$ cat config.mk
export PLATFORM = sky130hd
export DESIGN_NAME = rtc_cmd_top
export DESIGN_NICKNAME = d
export VERILOG_FILES = /design/src/rtc_pkg.sv /design/src/rtc_timebase.sv /design/src/rtc_cmd_top.sv
export SDC_FILE = /design/constraint.sdc
export NUM_CORES = 1
export LEC_CHECK = 0
export BUFFER_PORTS_ARGS = -buffer_cell sky130_fd_sc_hd__buf_4
export CORE_MARGIN = 4
export CORE_UTILIZATION = 55
export CTS_CLUSTER_SIZE = 8
export DETAILED_ROUTE_END_ITERATION = 16
export GPL_TIMING_DRIVEN = 1
export PLACE_DENSITY = 0.79
export SYNTH_ARGS = -nofsm -noshare
export SYNTH_HDL_FRONTEND = slang
export SYNTH_HIERARCHICAL = 1
export SYNTH_SLANG_ARGS = --single-unit
$ cat constraint.sdc
create_clock -name pclk -period 3.35 [get_ports pclk]
set_input_delay 0.67 -clock pclk [delete_from_list [all_inputs] [get_ports pclk]]
set_output_delay 0.67 -clock pclk [all_outputs]
set_load 0.01 [all_outputs]
$ cat src/rtc_pkg.sv
//////////////////////////////////////////////////////////////////////////////
// Function
// - confirmation code is request code plus one
// - request and confirmation declare twelve byte payload
// - sub-commands: one state, two time, three load
// - state bits 1:0 carry clock type
// - state bit 2 set only if time valid
// - read time returns seconds since epoch
// - load confirmation echoes supplied seconds value
// - without backup, time restarts at preset value
// - internal clock counts a 32.768 kHz source
//////////////////////////////////////////////////////////////////////////////
package rtc_pkg;

	// packet codes
	localparam logic [31:0] TIME_REQUEST_CODE = 32'h0000_1ed8;
	localparam logic [31:0] TIME_CONFIRM_CODE = 32'h0000_1ed9;
	localparam logic [31:0] SYSTEM_QUEUE = 32'h0000_0000;
	localparam logic [31:0] PAYLOAD_BYTES = 32'h0000_000c;

	// sub-commands
	localparam logic [31:0] QUERY_CLOCK_STATE = 32'h0000_0001;
	localparam logic [31:0] QUERY_CLOCK_TIME = 32'h0000_0002;
	localparam logic [31:0] LOAD_CLOCK_TIME = 32'h0000_0003;

	// status codes, zero is success
	localparam logic [31:0] STA_OK = 32'h0000_0000;
	localparam logic [31:0] STA_BAD_SUBCMD = 32'h0000_0001;
	localparam logic [31:0] STA_BAD_CODE = 32'h0000_0002;
	localparam logic [31:0] STA_BAD_QUEUE = 32'h0000_0003;
	localparam logic [31:0] STA_BAD_LEN = 32'h0000_0004;

	// clock type encodings and state field layout
	typedef enum logic [1:0] {
		RTC_TYPE_NONE = 2'b00,
		RTC_TYPE_INTERNAL = 2'b01,
		RTC_TYPE_EXTERNAL = 2'b10,
		RTC_TYPE_EMULATED = 2'b11
	} rtc_type_t;
	localparam int unsigned TYPE_LSB = 0;
	localparam int unsigned TYPE_MSB = 1;
	localparam int unsigned VALID_BIT = 2;

	// time after power loss, arbitrary neutral value
	localparam logic [31:0] PRESET_SECONDS = 32'h0000_0000;

	// timing: system clock and the 32.768 kHz counting source
	localparam int unsigned CLK_PERIOD_NS = 5;
	localparam int unsigned CLK_HZ = 1000000000 / CLK_PERIOD_NS;
	localparam int unsigned RTC_SRC_HZ = 32768;

	// register byte offsets
	localparam logic [7:0] OFS_REQ_CMD = 8'h00;
	localparam logic [7:0] OFS_REQ_LEN = 8'h04;
	localparam logic [7:0] OFS_REQ_DEST = 8'h08;
	localparam logic [7:0] OFS_REQ_SUB = 8'h0c;
	localparam logic [7:0] OFS_REQ_DATA = 8'h10;
	localparam logic [7:0] OFS_REQ_RES = 8'h14;
	localparam logic [7:0] OFS_CTRL = 8'h18;
	localparam logic [7:0] OFS_CNF_CMD = 8'h1c;
	localparam logic [7:0] OFS_CNF_LEN = 8'h20;
	localparam logic [7:0] OFS_CNF_STA = 8'h24;
	localparam logic [7:0] OFS_CNF_SUB = 8'h28;
	localparam logic [7:0] OFS_CNF_DATA = 8'h2c;
	localparam logic [7:0] OFS_CNF_RES = 8'h30;
	localparam logic [7:0] OFS_IRQ_STAT = 8'h34;
	localparam logic [7:0] OFS_IRQ_MASK = 8'h38;
	localparam logic [7:0] OFS_CONFIG = 8'h3c;

	// control, interrupt and config bits
	localparam int unsigned CTRL_GO_BIT = 0;
	localparam int unsigned IRQ_DONE_BIT = 0;
	localparam int unsigned IRQ_ERR_BIT = 1;
	localparam int unsigned IRQ_W = 2;
	localparam rtc_type_t CONFIG_RESET = RTC_TYPE_INTERNAL;

endpackage : rtc_pkg

$ cat src/rtc_timebase.sv
`timescale 1ns/1ps
module rtc_timebase
	import rtc_pkg::*;
#(
	parameter int unsigned SRC_PER_SEC = RTC_SRC_HZ
) (
	input wire logic pclk,
	input wire logic presetn,
	input wire logic clear,
	output logic sec_tick
);

	logic [31:0] acc_q;
	logic src_tick_q;
	logic [15:0] sub_q;

	//////////////////////////////////////////////////////////////////////////
	// fractional divider
	// phase accumulator makes a 32.768 kHz enable from the system clock;
	// jitter of one cycle is traded for exact long-term rate
	always_ff @(posedge pclk or negedge presetn) begin
		if (!presetn) begin
			acc_q <= 32'h0000_0000;
			src_tick_q <= 1'b0;
		end else if (acc_q + RTC_SRC_HZ >= CLK_HZ) begin
			acc_q <= 32'(acc_q + RTC_SRC_HZ - CLK_HZ);
			src_tick_q <= 1'b1;
		end else begin
			acc_q <= 32'(acc_q + RTC_SRC_HZ);
			src_tick_q <= 1'b0;
		end
	end

	// count source ticks into whole seconds; clear restarts the second
	always_ff @(posedge pclk or negedge presetn) begin
		if (!presetn) begin
			sub_q <= 16'h0000;
			sec_tick <= 1'b0;
		end else if (clear) begin
			sub_q <= 16'h0000;
			sec_tick <= 1'b0;
		end else if (src_tick_q) begin
			if (sub_q == 16'(SRC_PER_SEC - 1)) begin
				sub_q <= 16'h0000;
				sec_tick <= 1'b1;
			end else begin
				sub_q <= 16'(sub_q + 16'h0001);
				sec_tick <= 1'b0;
			end
		end else begin
			sec_tick <= 1'b0;
		end
	end

endmodule : rtc_timebase

$ cat src/rtc_cmd_top.sv
// Local design decisions: the register offsets and the APB register port.
`timescale 1ns/1ps
module rtc_cmd_top
	import rtc_pkg::*;
#(
	parameter int unsigned SRC_PER_SEC = RTC_SRC_HZ
) (
	input wire logic pclk,
	input wire logic presetn,
	input wire logic psel,
	input wire logic penable,
	input wire logic pwrite,
	input wire logic [31:0] paddr,
	input wire logic [31:0] pwdata,
	output logic [31:0] prdata,
	output logic pready,
	output logic pslverr,
	input wire logic supply_lost,
	output logic irq
);

	logic [31:0] req_cmd_q, req_len_q, req_dest_q;
	logic [31:0] req_sub_q, req_data_q, req_res_q;
	logic [31:0] cnf_cmd_q, cnf_len_q, cnf_sta_q;
	logic [31:0] cnf_sub_q, cnf_data_q, cnf_res_q;
	logic [31:0] secs_q;
	logic valid_q;
	rtc_type_t type_q;
	logic [IRQ_W-1:0] irq_stat_q, irq_mask_q;
	logic sec_tick;
	logic wr_en, go;
	logic [7:0] ofs;
	logic [31:0] sta_d;

	// register word address decode, used only for the error response
	function automatic logic mapped(input logic [7:0] a);
		mapped = (a[1:0] == 2'b00) && (a <= OFS_CONFIG);
	endfunction : mapped

	assign ofs = paddr[7:0];
	// a refused address must not land in a register behind the error
	assign wr_en = psel && penable && pready && !pslverr && pwrite;
	assign go = wr_en && (ofs == OFS_CTRL) && pwdata[CTRL_GO_BIT];

	//////////////////////////////////////////////////////////////////////////
	// apb slave: one wait-free access; ready and data set in setup cycle
	always_ff @(posedge pclk or negedge presetn) begin
		if (!presetn) begin
			pready <= 1'b0;
			pslverr <= 1'b0;
			prdata <= 32'h0000_0000;
		end else if (psel && !penable) begin
			pready <= 1'b1;
			pslverr <= !mapped(ofs) || (paddr[31:8] != 24'h00_0000);
			prdata <= pwrite ? 32'h0000_0000 : read_word(ofs);
		end else begin
			pready <= 1'b0;
			pslverr <= 1'b0;
			prdata <= 32'h0000_0000;
		end
	end

	function automatic logic [31:0] read_word(input logic [7:0] a);
		case (a)
			OFS_REQ_CMD: read_word = req_cmd_q;
			OFS_REQ_LEN: read_word = req_len_q;
			OFS_REQ_DEST: read_word = req_dest_q;
			OFS_REQ_SUB: read_word = req_sub_q;
			OFS_REQ_DATA: read_word = req_data_q;
			OFS_REQ_RES: read_word = req_res_q;
			OFS_CNF_CMD: read_word = cnf_cmd_q;
			OFS_CNF_LEN: read_word = cnf_len_q;
			OFS_CNF_STA: read_word = cnf_sta_q;
			OFS_CNF_SUB: read_word = cnf_sub_q;
			OFS_CNF_DATA: read_word = cnf_data_q;
			OFS_CNF_RES: read_word = cnf_res_q;
			OFS_IRQ_STAT: read_word = {30'h0, irq_stat_q};
			OFS_IRQ_MASK: read_word = {30'h0, irq_mask_q};
			OFS_CONFIG: read_word = {30'h0, type_q};
			default: read_word = 32'h0000_0000;
		endcase
	endfunction : read_word

	//////////////////////////////////////////////////////////////////////////
	// request packet words as the host leaves them in the mailbox
	always_ff @(posedge pclk or negedge presetn) begin
		if (!presetn) begin
			req_cmd_q <= 32'h0000_0000;
			req_len_q <= 32'h0000_0000;
			req_dest_q <= 32'h0000_0000;
			req_sub_q <= 32'h0000_0000;
			req_data_q <= 32'h0000_0000;
			req_res_q <= 32'h0000_0000;
		end else if (wr_en) begin
			case (ofs)
				OFS_REQ_CMD: req_cmd_q <= pwdata;
				OFS_REQ_LEN: req_len_q <= pwdata;
				OFS_REQ_DEST: req_dest_q <= pwdata;
				OFS_REQ_SUB: req_sub_q <= pwdata;
				OFS_REQ_DATA: req_data_q <= pwdata;
				OFS_REQ_RES: req_res_q <= pwdata;
				default: ;
			endcase
		end
	end

	// clock type configuration; software says which source is fitted
	always_ff @(posedge pclk or negedge presetn) begin
		if (!presetn) begin
			type_q <= CONFIG_RESET;
		end else if (wr_en && ofs == OFS_CONFIG) begin
			type_q <= rtc_type_t'(pwdata[TYPE_MSB:TYPE_LSB]);
		end
	end

	//////////////////////////////////////////////////////////////////////////
	// header checks
	// the header is checked first, then the sub-command
	always_comb begin
		sta_d = STA_OK;
		if (req_cmd_q != TIME_REQUEST_CODE) begin
			sta_d = STA_BAD_CODE;
		end else if (req_dest_q != SYSTEM_QUEUE) begin
			sta_d = STA_BAD_QUEUE;
		end else if (req_len_q != PAYLOAD_BYTES) begin
			sta_d = STA_BAD_LEN;
		end else if (req_sub_q != QUERY_CLOCK_STATE &&
			req_sub_q != QUERY_CLOCK_TIME &&
			req_sub_q != LOAD_CLOCK_TIME) begin
			sta_d = STA_BAD_SUBCMD;
		end
	end

	rtc_timebase #(
		.SRC_PER_SEC(SRC_PER_SEC)
	) u_timebase (
		.pclk(pclk),
		.presetn(presetn),
		.clear(go && sta_d == STA_OK && req_sub_q == LOAD_CLOCK_TIME),
		.sec_tick(sec_tick)
	);

	//////////////////////////////////////////////////////////////////////////
	// preset after power loss
	// time counter; a load wins over a tick in the same cycle
	always_ff @(posedge pclk or negedge presetn) begin
		if (!presetn) begin
			secs_q <= PRESET_SECONDS;
			valid_q <= 1'b0;
		end else if (supply_lost) begin
			secs_q <= PRESET_SECONDS;
			valid_q <= 1'b0;
		end else if (go && sta_d == STA_OK && req_sub_q == LOAD_CLOCK_TIME) begin
			secs_q <= req_data_q;
			valid_q <= 1'b1;
		end else if (sec_tick && type_q != RTC_TYPE_NONE) begin
			secs_q <= 32'(secs_q + 32'h0000_0001);
		end
	end

	//////////////////////////////////////////////////////////////////////////
	// confirmation build
	// confirmation words are ready at the edge that takes the go write
	always_ff @(posedge pclk or negedge presetn) begin
		if (!presetn) begin
			cnf_cmd_q <= 32'h0000_0000;
			cnf_len_q <= 32'h0000_0000;
			cnf_sta_q <= STA_OK;
			cnf_sub_q <= 32'h0000_0000;
			cnf_data_q <= 32'h0000_0000;
			cnf_res_q <= 32'h0000_0000;
		end else if (go) begin
			cnf_cmd_q <= TIME_CONFIRM_CODE;
			cnf_len_q <= PAYLOAD_BYTES;
			cnf_sta_q <= sta_d;
			cnf_sub_q <= req_sub_q;
			cnf_res_q <= 32'h0000_0000;
			cnf_data_q <= 32'h0000_0000;
			if (sta_d == STA_OK) begin
				case (req_sub_q)
					QUERY_CLOCK_STATE: begin
						cnf_data_q[TYPE_MSB:TYPE_LSB] <= type_q;
						cnf_data_q[VALID_BIT] <= valid_q &&
							type_q != RTC_TYPE_NONE;
					end
					QUERY_CLOCK_TIME: cnf_data_q <= secs_q;
					LOAD_CLOCK_TIME: cnf_data_q <= req_data_q;
					default: cnf_data_q <= 32'h0000_0000;
				endcase
			end
		end
	end

	//////////////////////////////////////////////////////////////////////////
	// sticky events, write one to clear; a new event beats the clear
	always_ff @(posedge pclk or negedge presetn) begin
		if (!presetn) begin
			irq_stat_q <= '0;
		end else begin
			irq_stat_q <= (irq_stat_q &
				~((wr_en && ofs == OFS_IRQ_STAT) ? pwdata[IRQ_W-1:0] : '0)) |
				{go && sta_d != STA_OK, go};
		end
	end

	// mask register and registered interrupt level
	always_ff @(posedge pclk or negedge presetn) begin
		if (!presetn) begin
			irq_mask_q <= '0;
			irq <= 1'b0;
		end else begin
			if (wr_en && ofs == OFS_IRQ_MASK) begin
				irq_mask_q <= pwdata[IRQ_W-1:0];
			end
			irq <= |(irq_stat_q & irq_mask_q);
		end
	end
endmodule : rtc_cmd_top

==> run_results.csv <==
group,metric,value,unit
run_status,status,"complete, no violations",
sta,max_slew_margin,37.9,%
finish,fillers,2346,
yosys,synth_area,0.0179,mm²
yosys,ys.flop_type,"dfrtp_1",
placed_design,gp_congestion,0.887,
worst_setup_path,critPathLaunchType,"flip-flop",
clock_network,clk_latency,580,ps
global_routing,grt_pass1_vias,14400,
routing,wl_per_cell,23.4,µm
yosys,synth_area_leader_cell,"dfrtp_1",
die,die_width,188,µm
sta,skew,29.0,ps
yosys,netlist_instances,1568,
placed_design,hpwl,32700,µm
worst_setup_path,arrival,3660,ps
flow_run,timing.max_cap.violations,0,
worst_setup_path,critPathKind,"reg2reg",
power,switchingPower,0.00205,W
yosys,synth_top_area_share,52.2,%
routing,drt_iter0_drc,1619,
yosys,synth_most_common_cell,"dfrtp_1",
finish,drive_gt1_share,27.9,%
global_routing,grt_usage,28.0,%
sta,tightest_slew,923,ps
clock_network,cts.clk_slew.worst_paths,50,ps
power,peakVddDrop,0.367,mV
routing,dr_total_vias,14000,
clock_network,clk_path_buf_depth,3,
yosys,synth_cell_type_count,76,
power,seq_power_share,48.0,%
clock_network,numClockSinks,375,
worst_setup_path,worstPathRequired,3790,ps
global_routing,grt_overflow,0,
min_path,hp-class,"in2async",
yosys,ys_seq_area_share,52.4,%
routing,ant_nets,0,
routing,drt_first_pass_iters,5,
clock_network,clock_tree.root_cell,"clkbuf_16",
yosys,yosysWarnings,6,
power,total_power,0.00949,W
global_routing,grt_pass1_wl,80300,µm
worst_setup_path,cp_common_cell,"or2_2",
power,p_per_area,456,mW/mm²
power,leakagePower,9.86,nW
routing,via_per_inst,6.56,
sta,min_period,3230,ps
clock_network,cts_tree,"built",
power,power.internal,0.00744,W
power,swShare,21.6,%
worst_setup_path,crit_path_end_kind,"flip-flop",
sta,fmax,0.310,GHz
yosys,avgSynthCellArea,11.4,µm²
sta,setup_viol,0,
worst_setup_path,crit_fanout,7,
worst_setup_path,crit_chain,"nor4_1 -> nand4_1 -> buf_4 -> or4_4 -> or2_2 -> nor2_4 -> nor2_1 -> or2_2 -> o41ai_1",
die,die_area,0.0355,mm²
power,comb_power_share,2.8,%
clock_network,htree_levels,2,
finish,area_growth,16.1,%
routing,wl,50200,µm
placed_design,numPortBuffers,104,
die,coreArea,0.0319,mm²
die,placementRows,65,
global_routing,grt_max_degree,79,
sta,drv_slew,0,
yosys,synthArstFlopShare,100,%
finish,n_antenna_cell,0,
die,io_pins,105,
yosys,synthTopCellsByCount,"374 x dfrtp_1, 222 x nand2_1, 178 x mux2_2",
sta,finalHoldViolCount,0,
worst_setup_path,rr_worst_depth,9,
yosys,syn-num-nets,1644,
clock_network,numCtsBuffers,52,
worst_setup_path,critical-path-slowest-cell,"or4_4",
power,clock_power_share,49.1,%
yosys,synth_edf_count,0,
global_routing,grt_antenna_before_repair,0,
yosys,synth_top_cells_by_area,"dfrtp_1 52%, mux2_2 11%, nand2_1 4.7%",
yosys,ys_seq_elements,375,
die,initial_core_util,56.2,%
sta,timing.hold.ws,57.9,ps
worst_setup_path,crit_path_max_incr_delay,560,ps
sta,post-route-period-util,96.3,%
die,die_y,188,µm
finish,nets,1770,
routing,drc,0,
-- worst max-delay path, delay by kind of cell, from the launching register on --
kind | cells | cell delay, ps
AO/OA/AOI/OAI | 1 | 340
buffers and inverters | 1 | 180
flip-flops | 1 | 410
AND/OR/NAND/NOR | 7 | 2160
-- cell type report --
type                       count  area (µm²)  share of cell area [%]
sequential                   375        9390                    45.1
multi-input combinational   1090        8030                    38.6
timing repair buffer         164        1390                    6.68
clock buffer                  62        1360                    6.54
tap                          435         544                    2.62
clock inverter                 2        46.3                   0.223
inverter                      11        41.3                   0.199
-- cells by family (layout without fill, tap and decap cells) --
family                   Yosys count  count (layout)  share of synthesized area, %
AO/OA/AOI/OAI                    307             307                          13.9
XOR/XNOR                          74              74                          3.62
adder cells (fa/ha/maj)            6               6                         0.419
buffers and inverters            103             239                          3.05
flip-flops                       375             375                          52.4
multiplexers                     199             199                          12.5
AND/OR/NAND/NOR                  504             504                          14.2
-- flip-flops by register name, summed over array words and instances (netlist names), 23 cells and up --
signal,flops
req_res_q,32
req_sub_q,32
req_cmd_q,32
u_timebase/acc_q,23
cnf_sub_q,32
req_len_q,32
req_dest_q,32
secs_q,32
req_data_q,32
cnf_data_q,32
prdata,32
-- routing by layer --
metal	vias to the layer above	wire length (µm)	track usage, %
met5	-	0	0
met3	174	4060	5.54
met1	7057	19900	37.3
met2	742	23900	45.1
met4	0	2300	12.4
li1	6054	-	-
-- placed cells by master (no fill, tap or decap), drive strengths merged, types with 6 or more instances in the layout --
| cell | synthesis | layout |
|---|---|---|
| a22o | 31 | 31 |
| a221oi | 36 | 36 |
| mux2 | 196 | 196 |
| buf | 64 | 164 |
| dfrtp | 374 | 374 |
| o21ai | 17 | 17 |
| a21oi | 17 | 17 |
| nor4 | 40 | 40 |
| or4 | 6 | 6 |
| a211oi | 35 | 35 |
| a22oi | 99 | 99 |
| nor2b | 7 | 7 |
| nor2 | 91 | 91 |
| nand4 | 32 | 32 |
| xnor2 | 40 | 40 |
| nand2 | 222 | 222 |
| ha | 6 | 6 |
| nand2b | 6 | 6 |
| nand3 | 31 | 31 |
| and3 | 6 | 6 |
| or3 | 7 | 7 |
| xor2 | 34 | 34 |
| clkbuf | 28 | 62 |
| nor3 | 18 | 18 |
| a31oi | 36 | 36 |
| inv | 11 | 11 |
-- path summary, 6_finish.rpt --
check	start	to	slack [ps]
setup / recovery	req_dest_q[1]$_DFFE_PN0P_	u_timebase/sub_q[13]$_DFFE_PN0P_	120
hold / removal	presetn	pslverr$_DFF_PN0_	60
setup reg to reg	req_dest_q[1]$_DFFE_PN0P_	u_timebase/sub_q[13]$_DFFE_PN0P_	120
hold reg to reg	cnf_sub_q[18]$_DFFE_PN0P_	cnf_sub_q[18]$_DFFE_PN0P_	470
max in group asynchronous	presetn	req_cmd_q[18]$_DFFE_PN0P_	2400
min in group pclk	penable	pready$_DFF_PN0_	300
-- power groups by stage --
stage	combinational [W]	clock, W	sequential [W]
after global placement	0.000267	0	0.00463
after global routing	0.000298	0.00494	0.00455
final	0.000268	0.00466	0.00456
after floorplan	0.0000433	0	0.00463
after CTS	0.000273	0.00471	0.00456
after detailed placement	0.000271	0	0.00463
-- stage by stage --
step / setup WS [ps] / setup TNS, ps / utilization [%] / std cells / area [µm²]
after global routing: -10.2 / -10.2 / 65.2 / 2139 / 20800
after detailed placement: -26.8 / -50.4 / 60.7 / 2074 / 19400
final: 123 / 0 / 65.2 / 2139 / 20800
after floorplan: 430 / 0 / - / 1568 / 17900
after global placement: 85.2 / 0 / 60.7 / 2074 / 19400
after CTS: 9.36 / 0 / 65.2 / 2138 / 20800
-- timing repair --
item,in CTS,in global routing
hold buffers,0,0
gates resized for setup,3,4
pin swaps,0,1
setup endpoints to repair,7,14
buffers inserted,0,1
No activity file was read; power rests on OpenSTA's default activity.
